## config.mk

```make
export PLATFORM = sky130hd
export DESIGN_NAME = fpk_top
export DESIGN_NICKNAME = d
export VERILOG_FILES = /design/src/fpk_pkg.sv /design/src/fpk_top.sv
export SDC_FILE = /design/constraint.sdc
export NUM_CORES = 1
export LEC_CHECK = 0
export ABC_AREA = 1
export ABC_CLOCK_PERIOD_IN_PS = 3500
export BUFFER_PORTS_ARGS = -buffer_cell sky130_fd_sc_hd__buf_2
export CAP_MARGIN = 15
export CORE_MARGIN = 1.5
export CORE_UTILIZATION = 35
export CTS_CLUSTER_DIAMETER = 30
export CTS_CLUSTER_SIZE = 14
export DETAILED_ROUTE_END_ITERATION = 16
export HOLD_SLACK_MARGIN = 0.06
export SLEW_MARGIN = 0
export SYNTH_ARGS = -nofsm -noshare
export SYNTH_HDL_FRONTEND = slang
export SYNTH_SLANG_ARGS = --single-unit
```

## constraint.sdc

```tcl
create_clock -name clk -period 3.5 [get_ports clk]
set_input_delay 0.525 -clock clk [delete_from_list [all_inputs] [get_ports clk]]
set_output_delay 0.525 -clock clk [all_outputs]
set_load 0.1 [all_outputs]
```

## src/fpk_pkg.sv

```systemverilog
// Package for the front-panel key and menu controller
// Assumes a single 100 MHz clock domain and an AXI4-Lite register master
package fpk_pkg;

   // ==========================================
   // Register offsets (byte addresses)
   localparam logic [7:0] FPK_CTRL_OFF = 8'h00;
   localparam logic [7:0] FPK_STAT_OFF = 8'h04;
   localparam logic [7:0] FPK_VAL_OFF = 8'h08;
   localparam logic [7:0] FPK_DISP_OFF = 8'h0c;

   // ==========================================
   // Control field positions
   localparam int FPK_CTRL_LATCH_BIT = 0;
   localparam int FPK_CTRL_SUPPLY_BIT = 1;
   localparam int FPK_CTRL_REMOTE_BIT = 2;
   localparam logic [2:0] FPK_CTRL_RST = 3'h2;

   // ==========================================
   // Timing and counts
   localparam int FPK_CLK_MHZ = 100;
   localparam int FPK_BLINK_MS = 250;
   localparam int FPK_BLINK_CYC = FPK_BLINK_MS * 1000 * FPK_CLK_MHZ;
   localparam int FPK_BEEP_MS = 100;
   localparam int FPK_BEEP_CYC = FPK_BEEP_MS * 1000 * FPK_CLK_MHZ;
   localparam int FPK_TEST_MS = 2000;
   localparam int FPK_TEST_CYC = FPK_TEST_MS * 1000 * FPK_CLK_MHZ;
   localparam logic [2:0] FPK_SAVE_BEEPS = 3'h3;
   localparam int FPK_NMENU = 4;
   localparam int FPK_NITEM = 3;
   localparam logic [15:0] FPK_VAL_MIN = 16'h0000;
   localparam logic [15:0] FPK_VAL_MAX = 16'h03e8;
   localparam logic [15:0] FPK_VAL_STEP = 16'h0001;
   localparam logic [15:0] FPK_VAL_RST = 16'h0064;

   // ==========================================
   // Display codes
   typedef enum logic [3:0] {
      FPK_SHOW_NORMAL, FPK_SHOW_MENUS, FPK_SHOW_MENU, FPK_SHOW_ITEM,
      FPK_SHOW_SAVING, FPK_SHOW_EMERG, FPK_SHOW_TEST, FPK_SHOW_ERROR
   } fpk_show_t;

   // Key group
   typedef struct packed {
      logic emerg;
      logic test;
      logic rst;
      logic mute;
      logic factory;
      logic menu;
      logic sel;
      logic up;
      logic down;
   } fpk_keys_t;

   // Damper command
   typedef struct packed {
      logic active;
      logic supply_open;
      logic supply_close;
      logic exhaust_open;
      logic exhaust_close;
   } fpk_damper_t;

endpackage

```

## src/fpk_top.sv

```systemverilog
// Front-panel key decoder, menu walker and emergency outputs
// Keys arrive debounced and synchronous to clk; registers on AXI4-Lite
//
// Summary of operation
// RL1 - Factory test key is ignored entirely.
// RL2 - Emergency, positive target: supply opens, or exhaust closes.
// RL3 - Emergency, negative target: supply closes, or exhaust opens.
// RL4 - Emergency flashes message, blinks alarm lamp, pulses buzzer.
// RL5 - Emergency or reset key during emergency returns to normal.
// RL6 - Test key runs self-test showing version, control target, exercising outputs.
// RL7 - Latched alarms clear on reset only once pressure is normal.
// RL8 - Reset key clears a shown error message.
// RL9 - Mute while buzzer sounds silences it immediately.
// RL10 - Mute while silent and mute lamp off disables the buzzer.
// RL11 - Mute lamp lit while buzzer disabled; buzzer then silent.
// RL12 - Menu key in normal mode enters main menu listing.
// RL13 - Menu key moves up one level, discarding edited value.
// RL14 - Menu key at main level restores normal display.
// RL15 - Select enters highlighted menu, or opens highlighted item.
// RL16 - Select while editing stores value, then moves up one level.
// RL17 - Storing gives three beeps, saving message, then title and item.
// RL18 - Arrows step choices when browsing, change value when editing.
// RL19 - Menu: title then item; item: name then value.
// RL20 - Targets menu order: control, reduced-occupancy, minimum limit.
// RL21 - Alarm-follow buzzer sounds until mute or pressure normal.
// RL22 - Caution lamp lit while running on remote target.
// RL23 - Each key press gives exactly one step; holds do not repeat.
// RL24 - Arrow step changes value by one step, saturating at limits.
`timescale 1ns/100ps
module fpk_top
   import fpk_pkg::*;
#(
   parameter int BLINK_CYC = FPK_BLINK_CYC,
   parameter int BEEP_CYC = FPK_BEEP_CYC,
   parameter int TEST_CYC = FPK_TEST_CYC,
   parameter logic [15:0] SW_VERSION = 16'h0001
)
(
   // Clock and reset
   input wire logic clk,
   input wire logic rst_b,
   // Keypad (level, debounced)
   input wire fpk_keys_t keys,
   // Plant status
   input wire logic target_pos,
   input wire logic press_alarm,
   input wire logic press_normal,
   input wire logic error_in,
   // Lamps, buzzer, display, damper
   output logic alarm_lamp,
   output logic caution_lamp,
   output logic mute_lamp,
   output logic buzzer,
   output logic alarm_relay,
   output fpk_show_t show,
   output logic [1:0] menu_idx,
   output logic [1:0] item_idx,
   output logic [15:0] line2_val,
   output fpk_damper_t damper,
   output logic nv_store,
   // AXI4-Lite slave
   input wire logic [7:0] s_awaddr,
   input wire logic s_awvalid,
   output logic s_awready,
   input wire logic [31:0] s_wdata,
   input wire logic [3:0] s_wstrb,
   input wire logic s_wvalid,
   output logic s_wready,
   output logic [1:0] s_bresp,
   output logic s_bvalid,
   input wire logic s_bready,
   input wire logic [7:0] s_araddr,
   input wire logic s_arvalid,
   output logic s_arready,
   output logic [31:0] s_rdata,
   output logic [1:0] s_rresp,
   output logic s_rvalid,
   input wire logic s_rready
);

   typedef enum {ST_NORMAL, ST_MENUS, ST_MENU, ST_ITEM, ST_SAVE, ST_EMERG, ST_TEST} fpk_state_t;

   // ==========================================
   // Key edge detection
   fpk_keys_t keys_r;
   fpk_keys_t press;
   always_ff @(posedge clk or negedge rst_b)
   begin
      if (!rst_b)
         keys_r <= '0;
      else
         keys_r <= keys;
   end
   assign press = keys & ~keys_r; // [RL23]

   // ==========================================
   // Registers
   logic [2:0] ctrl_r;
   logic [15:0] val_r [FPK_NITEM];
   logic [15:0] edit_r;
   fpk_state_t state_r;
   logic [31:0] tick_r;
   logic blink_r;
   logic [2:0] beeps_r;
   logic [31:0] sub_r;
   logic mute_r, alarm_lat_r, error_r, mute_dis_r;
   logic wr_go;
   logic [7:0] awaddr_r;
   logic aw_have_r, w_have_r;
   logic [31:0] wdata_r;
   logic wstrb0_r, test_late;

   // ==========================================
   // Blink timebase
   always_ff @(posedge clk or negedge rst_b)
   begin
      if (!rst_b)
      begin
         tick_r <= '0;
         blink_r <= 1'b0;
      end
      else if (tick_r >= 32'(BLINK_CYC - 1))
      begin
         tick_r <= '0;
         blink_r <= ~blink_r;
      end
      else
         tick_r <= tick_r + 32'h1;
   end

   // ==========================================
   // Menu and mode state
   always_ff @(posedge clk or negedge rst_b)
   begin
      if (!rst_b)
      begin
         state_r <= ST_NORMAL;
         menu_idx <= '0;
         item_idx <= '0;
         edit_r <= '0;
         beeps_r <= '0;
         sub_r <= '0;
         nv_store <= 1'b0;
         for (int i = 0; i < FPK_NITEM; i++)
            val_r[i] <= FPK_VAL_RST;
      end
      else
      begin
         nv_store <= 1'b0;
         case (state_r)
            ST_NORMAL:
               if (press.emerg)
                  state_r <= ST_EMERG;
               else if (press.test)
               begin
                  state_r <= ST_TEST; // [RL6]
                  sub_r <= '0;
               end
               else if (press.menu)
               begin
                  state_r <= ST_MENUS; // [RL12]
                  menu_idx <= '0;
               end
            ST_MENUS:
               if (press.menu)
                  state_r <= ST_NORMAL; // [RL14]
               else if (press.sel)
               begin
                  state_r <= ST_MENU; // [RL15]
                  item_idx <= '0; // [RL20]
               end
               else if (press.up && menu_idx != 2'h0)
                  menu_idx <= menu_idx - 2'h1; // [RL18]
               else if (press.down && menu_idx != 2'(FPK_NMENU - 1))
                  menu_idx <= menu_idx + 2'h1; // [RL18]
            ST_MENU:
               if (press.menu)
                  state_r <= ST_MENUS; // [RL13]
               else if (press.sel)
               begin
                  state_r <= ST_ITEM; // [RL15]
                  edit_r <= val_r[item_idx];
               end
               else if (press.up && item_idx != 2'h0)
                  item_idx <= item_idx - 2'h1; // [RL18]
               else if (press.down && item_idx != 2'(FPK_NITEM - 1))
                  item_idx <= item_idx + 2'h1; // [RL18] [RL20]
            ST_ITEM:
               if (press.menu)
                  state_r <= ST_MENU; // [RL13]
               else if (press.sel)
               begin
                  val_r[item_idx] <= edit_r; // [RL16]
                  nv_store <= 1'b1;
                  state_r <= ST_SAVE;
                  beeps_r <= FPK_SAVE_BEEPS; // [RL17]
                  sub_r <= '0;
               end
               else if (press.up)
                  edit_r <= (edit_r >= FPK_VAL_MAX - FPK_VAL_STEP) ? FPK_VAL_MAX : edit_r + FPK_VAL_STEP; // [RL24]
               else if (press.down)
                  edit_r <= (edit_r <= FPK_VAL_MIN + FPK_VAL_STEP) ? FPK_VAL_MIN : edit_r - FPK_VAL_STEP; // [RL24]
            ST_SAVE:
               if (sub_r >= 32'(2 * BEEP_CYC - 1))
               begin
                  sub_r <= '0;
                  beeps_r <= beeps_r - 3'h1;
                  if (beeps_r == 3'h1)
                     state_r <= ST_MENU; // [RL17]
               end
               else
                  sub_r <= sub_r + 32'h1;
            ST_EMERG:
               if (press.emerg || press.rst)
                  state_r <= ST_NORMAL; // [RL5]
            ST_TEST:
               if (sub_r >= 32'(TEST_CYC - 1))
                  state_r <= ST_NORMAL;
               else
                  sub_r <= sub_r + 32'h1;
            default:
               state_r <= ST_NORMAL;
         endcase
      end
   end

   // ==========================================
   // Alarm latch, mute and error message
   always_ff @(posedge clk or negedge rst_b)
   begin
      if (!rst_b)
      begin
         alarm_lat_r <= 1'b0;
         mute_r <= 1'b0;
         error_r <= 1'b0;
         mute_dis_r <= 1'b0;
      end
      else
      begin
         if (press_alarm)
            alarm_lat_r <= 1'b1;
         else if (!ctrl_r[FPK_CTRL_LATCH_BIT] && press_normal)
            alarm_lat_r <= 1'b0; // [RL21]
         else if (press.rst && press_normal)
            alarm_lat_r <= 1'b0; // [RL7]
         if (press.mute)
            mute_r <= 1'b1; // [RL9] [RL10]
         else if (!alarm_lat_r && !press_alarm && !mute_dis_r)
            mute_r <= 1'b0;
         // Disable from silence holds until reset
         if (press.mute && !buzzer && !mute_r)
            mute_dis_r <= 1'b1; // [RL10]
         if (error_in)
            error_r <= 1'b1;
         else if (press.rst)
            error_r <= 1'b0; // [RL8]
      end
   end

   // ==========================================
   // Outputs
   assign test_late = state_r == ST_TEST && sub_r >= 32'(TEST_CYC / 2);
   always_comb
   begin
      alarm_lamp = (state_r == ST_EMERG) ? blink_r : (alarm_lat_r || state_r == ST_TEST); // [RL4]
      alarm_relay = alarm_lat_r;
      caution_lamp = ctrl_r[FPK_CTRL_REMOTE_BIT] || state_r == ST_TEST; // [RL22]
      mute_lamp = mute_r || (state_r == ST_TEST && !test_late); // [RL11]
      if (mute_r)
         buzzer = 1'b0; // [RL11]
      else if (state_r == ST_EMERG)
         buzzer = blink_r; // [RL4]
      else if (state_r == ST_SAVE)
         buzzer = (sub_r < 32'(BEEP_CYC)); // [RL17]
      else if (state_r == ST_TEST)
         buzzer = test_late; // [RL6] [RL11]
      else
         buzzer = alarm_lat_r;
      damper = '0;
      if (state_r == ST_EMERG)
      begin
         damper.active = 1'b1;
         if (ctrl_r[FPK_CTRL_SUPPLY_BIT])
         begin
            damper.supply_open = target_pos; // [RL2]
            damper.supply_close = !target_pos; // [RL3]
         end
         else
         begin
            damper.exhaust_close = target_pos; // [RL2]
            damper.exhaust_open = !target_pos; // [RL3]
         end
      end
      case (state_r)
         ST_MENUS: show = FPK_SHOW_MENUS;
         ST_MENU: show = FPK_SHOW_MENU; // [RL19]
         ST_ITEM: show = FPK_SHOW_ITEM; // [RL19]
         ST_SAVE: show = FPK_SHOW_SAVING;
         ST_EMERG: show = blink_r ? FPK_SHOW_EMERG : FPK_SHOW_NORMAL; // [RL4]
         ST_TEST: show = FPK_SHOW_TEST;
         default: show = error_r ? FPK_SHOW_ERROR : FPK_SHOW_NORMAL;
      endcase
      if (state_r == ST_ITEM)
         line2_val = edit_r;
      else if (state_r == ST_TEST)
         line2_val = test_late ? val_r[0] : SW_VERSION; // [RL6]
      else
         line2_val = val_r[item_idx];
   end

   // ==========================================
   // AXI4-Lite slave
   assign s_awready = !aw_have_r && !s_bvalid;
   assign s_wready = !w_have_r && !s_bvalid;
   assign s_arready = !s_rvalid;
   assign wr_go = aw_have_r && w_have_r;
   always_ff @(posedge clk or negedge rst_b)
   begin
      if (!rst_b)
      begin
         aw_have_r <= 1'b0;
         w_have_r <= 1'b0;
         awaddr_r <= '0;
         wdata_r <= '0;
         wstrb0_r <= 1'b0;
         s_bvalid <= 1'b0;
         s_bresp <= 2'h0;
         ctrl_r <= FPK_CTRL_RST;
      end
      else
      begin
         if (s_awvalid && s_awready)
         begin
            aw_have_r <= 1'b1;
            awaddr_r <= s_awaddr;
         end
         if (s_wvalid && s_wready)
         begin
            w_have_r <= 1'b1;
            wdata_r <= s_wdata;
            wstrb0_r <= s_wstrb[0];
         end
         if (wr_go)
         begin
            aw_have_r <= 1'b0;
            w_have_r <= 1'b0;
            s_bvalid <= 1'b1;
            s_bresp <= (awaddr_r == FPK_CTRL_OFF) ? 2'h0 : 2'h2;
            if (awaddr_r == FPK_CTRL_OFF && wstrb0_r)
               ctrl_r <= wdata_r[2:0];
         end
         else if (s_bvalid && s_bready)
            s_bvalid <= 1'b0;
      end
   end
   always_ff @(posedge clk or negedge rst_b)
   begin
      if (!rst_b)
      begin
         s_rvalid <= 1'b0;
         s_rdata <= '0;
         s_rresp <= 2'h0;
      end
      else if (s_arvalid && s_arready)
      begin
         s_rvalid <= 1'b1;
         s_rresp <= 2'h0;
         case (s_araddr)
            FPK_CTRL_OFF: s_rdata <= {29'h0, ctrl_r};
            FPK_STAT_OFF: s_rdata <= {24'h0, mute_r, alarm_lat_r, error_r, 1'b0, 4'(state_r)};
            FPK_VAL_OFF: s_rdata <= {16'h0, line2_val};
            FPK_DISP_OFF: s_rdata <= {24'h0, 4'(show), menu_idx, item_idx};
            default:
            begin
               s_rdata <= '0;
               s_rresp <= 2'h2;
            end
         endcase
      end
      else if (s_rvalid && s_rready)
         s_rvalid <= 1'b0;
   end
endmodule
```

==> results by group <==
Synthesis
  – Syn Area/Cell: 7.33 um^2
  – XOR/XNOR share of the synthesized area: between 3 and 4%
  – Synth async-reset ratio: 100%
  – Yosys cell types: approximately 50
  – Sequential fraction of the synthesis area: 44.2%
  – Yosys top cell by area: sky130_fd_sc_hd__dfrtp_1
  – Most frequently used flop master after synthesis: sky130_fd_sc_hd__dfrtp_1
  – Simple-gate portion of the synthesized area: 31.6%
  – Cell area after technology mapping: around 11000 um^2
  – Number of register bits inferred by synthesis: between 150 and 200
  – Largest family of logic cells by synthesized area: simple AND/OR/NAND/NOR gates
  – Post-synthesis mux area share: 0.840%
  – Compound-Gate Fraction of Synth Area: about a tenth
  – Number of enable flip-flop cells after synthesis: 0
  – Number of instances in the synthesized netlist: 1464
  – Synthesis warning total: 0
  – Post-synthesis share of cell area spent on full adders, half adders and majority gates: 0.933%
  – Top cell type's share of synthesized area: 41.8%
  – Cell types with the largest area share after synthesis: sky130_fd_sc_hd__dfrtp_1, sky130_fd_sc_hd__nand2_1, sky130_fd_sc_hd__nor2_1, sky130_fd_sc_hd__inv_1, sky130_fd_sc_hd__o21ai_0

Route
  – Starting DRT DRC Count: 662
  – Number of iterations in the first detailed-routing pass: 5
  – Total vias in the final route: 9709
  – Residual DRC: 0
  – Routed WL per cell: approximately 15 um
  – Final antenna-violating net count: 0
  – Total length of routed wires: approximately 29 mm
  – Detailed-route vias per instance: 4.94

Timing
  – Final-report hold violation count: 0
  – Max Clock Skew: approximately 0.0085 ns
  – Final worst path period need: about 3.4 ns
  – Worst Tran Pin Value: 0.873 ns
  – Number of setup violations in the final report: 0
  – Setup repair after global routing missed its margin: no
  – Headroom to the max-slew limit: a little over two fifths
  – Portion of the clock cycle consumed by the worst path in the final layout: 96.4%
  – Fmax: slightly below 300 MHz
  – Max-slew violations: 0

Finish
  – Final antenna diode count: 0
  – Area added between synthesis and finish: 14.6%
  – Final cell count without fillers: 1964
  – Multi-input combinational cell area: around 5200 um^2
  – Share of post-route cells with drive strength above 1: 13.3%
  – Filler cell count in the final layout: 3044
  – Final design area excluding fillers: approximately 12000 um^2
  – Final net count: 1641
  – Area taken by flip-flops and latches: 4740 um^2

Placement
  – Placement Cell Area: 11700 um^2
  – DPL Wire Length: approximately 21 mm
  – Placed Cells: 1932
  – Weighted congestion reported at the end of routability-driven placement: approximately 0.88
  – Port Buffers: 95

Run status
  – Status: complete, no violations

Power and ir drop
  – Overall Power: 9.29 mW
  – Pleak: 5.93 nW
  – Cell area power density: 756 nW/um^2
  – Peak supply drop: between 900 and 1000 uV

Floorplan
  – Number of placement rows: 63
  – Die width: 178 um
  – Initial standard-cell utilization of the core: 35.9%
  – DIE HEIGHT: 178 um
  – Die Area: 31700 um^2
  – Top-level port count: 148
  – Core area: between 20000 and 30000 um^2

Worst setup path
  – Kind of start point of the critical path: register
  – Crit Reg-Reg Endpoint: sub_r[21]
  – Required arrival time at the worst endpoint: 2.97 ns
  – Data arrival time of the critical path: 2.85 ns
  – Worst flop-to-flop path startpoint: sub_r[0]
  – Worst path max stage delay: 0.45 ns
  – Cell-by-cell trace of the critical path: inv_1, nand2_1, nor2_1, nand2_1, nor2_1, nand2_1, nand2_1, nand2_1, inv_2, nand2_1, nand3_1, buf_2
  – Endpoint type of the worst setup path: primary output
  – Number of cells traversed by the worst register-to-register path: 14
  – Cell family with the largest share of critical-path delay: simple AND/OR/NAND/NOR gates
  – Register-to-register path setup slack: approximately 0.99 ns
  – Category of the critical setup timing path: reg -> out
  – Cell type with the highest occurrence count on the critical path: sky130_fd_sc_hd__nand2_1
  – Sum of buffers and inverters on the critical path: 3
  – Slowest cell on the critical path: sky130_fd_sc_hd__dfrtp_1
  – Max Fanout on Critical Path: 12

Global route
  – Number of global-route vias before repair: 9127
  – Antenna violations before repair: 0
  – Total routing resource utilization after global routing: 18.9%
  – Overall overflow remaining after global route: 0
  – Largest net degree at the start of global routing: 65
  – First-pass GRT wire length: 47.3 mm

Hold path
  – Type of the tightest min-delay check: in -> async

Clock tree
  – Sinks on the clock net: 189
  – Later-pin clock latency in the skew report: between 0.4 and 0.5 ns
  – Maximum clock insertion buffer count: 2
  – Clock slew seen by the registers of the worst setup and hold paths: 0.07 ns
  – TritonCTS clock tree: yes
  – Clock buffer count from CTS: 17
  – Clk Tree Root Cell: sky130_fd_sc_hd__clkbuf_16
  – Count of H-tree levels built during CTS: 4

Run
  – Total of max-cap violations: 0
==> layout by cell type (no fill, tap or decap), types with 5 or more instances in the layout <==
master	instances
sky130_fd_sc_hd__inv_1	140
sky130_fd_sc_hd__xnor2_1	8
sky130_fd_sc_hd__buf_2	83
sky130_fd_sc_hd__nand4_1	23
sky130_fd_sc_hd__a22oi_1	5
sky130_fd_sc_hd__o22ai_1	10
sky130_fd_sc_hd__mux2_2	8
sky130_fd_sc_hd__o21ai_0	101
sky130_fd_sc_hd__clkbuf_4	9
sky130_fd_sc_hd__nor3b_1	6
sky130_fd_sc_hd__nand2_1	446
sky130_fd_sc_hd__a31oi_1	13
sky130_fd_sc_hd__nor4_1	7
sky130_fd_sc_hd__dfrtp_1	179
sky130_fd_sc_hd__inv_2	13
sky130_fd_sc_hd__nand3_1	85
sky130_fd_sc_hd__inv_6	5
sky130_fd_sc_hd__ha_1	8
sky130_fd_sc_hd__buf_4	21
sky130_fd_sc_hd__a21oi_1	38
sky130_fd_sc_hd__or2_2	5
sky130_fd_sc_hd__nor2_1	168
sky130_fd_sc_hd__dfstp_2	10
sky130_fd_sc_hd__xor2_1	33
sky130_fd_sc_hd__conb_1	26
sky130_fd_sc_hd__clkbuf_16	17
sky130_fd_sc_hd__nor3_1	41
==> layer usage <==
layer,GRT usage [%],vias to the layer above,share of wire (%)
met4,5.22,0,1.4
met1,27.7,4553,50
met3,3.71,29,5.7
met2,28.1,264,43
met5,0,-,0
li1,-,4863,-
==> report_power, final <==
| group | leakage, nW | switching [mW] | internal [mW] |
|---|---|---|---|
| clock network | 0.281 | 0.944 | 1.08 |
| logic | 3.20 | 3.30 | 0.966 |
| registers | 2.45 | 0.376 | 2.63 |
| total | 5.93 | 4.62 | 4.67 |
==> flip-flops by register name, indices dropped and copies added (netlist names), 2 cells and up <==
name and flops:
tick_r 32, edit_r 16, menu_idx 2, val_r 48
state_r 3, s_rdata 16, item_idx 2, wdata_r 3
beeps_r 3, keys_r 8, awaddr_r 8, ctrl_r 3
sub_r 32
==> layout make-up <==
type,count,share of cell area (%)
multi-input combinational,1081,42.0
sequential,189,38.6
timing repair buffer,117,5.81
inverter,155,4.75
tap,390,3.97
clock buffer,17,3.46
clock inverter,15,1.41
==> how the worst max path moves through the flow <==
stage / from / to / slack [ns] / cells after the start
after global placement: sub_r[17] / line2_val[4] / 0.58 / 12
final: sub_r[17] / line2_val[6] / 0.13 / 12
after floorplan: item_idx[1] / line2_val[13] / -0.51 / 7
after global routing: sub_r[17] / line2_val[6] / 0.00004 / 12
after detailed placement: sub_r[17] / line2_val[4] / 0.56 / 12
after CTS: sub_r[17] / line2_val[4] / 0.08 / 12
==> synthesized netlist by cell type (17+ instances only) <==
library cell and instances:
sky130_fd_sc_hd__nor2_1 168, sky130_fd_sc_hd__nand2_1 446, sky130_fd_sc_hd__nand3_1 85, sky130_fd_sc_hd__xor2_1 33, sky130_fd_sc_hd__a21oi_1 40, sky130_fd_sc_hd__inv_1 140, sky130_fd_sc_hd__buf_2 17, sky130_fd_sc_hd__buf_4 19
sky130_fd_sc_hd__dfrtp_1 179, sky130_fd_sc_hd__o21ai_0 101, sky130_fd_sc_hd__nor3_1 41, sky130_fd_sc_hd__nand4_1 23, sky130_fd_sc_hd__clkbuf_1 24
==> per-stage QoR <==
| stage | util, % | setup TNS (ns) | hold WS, ns | setup WS, ns |
|---|---|---|---|---|
| after detailed placement | 39.1 | 0 | 0.454 | 0.562 |
| after floorplan | - | -2.29 | 0.229 | -0.507 |
| after global placement | 39.1 | 0 | 0.446 | 0.579 |
| final | 41.1 | 0 | 0.0452 | 0.128 |
| after global routing | 41.1 | 0 | 0.0835 | 0.0000406 |
| after CTS | 41.1 | 0 | 0.0643 | 0.0765 |
==> repair_timing <==
action	CTS	global route
setup endpoints to repair	0	9
gates resized for setup	0	9
hold buffers	0	0
buffers inserted	0	0
==> kinds of logic after synthesis <==
kind of cell    Yosys count
simple gates            803
xor+xnor                 41
mux                       8
other cells               1
flops                   189
compound gates          195
fa+ha+maj                 8
buf+inv                 219
(Power assumes the default switching activity.)
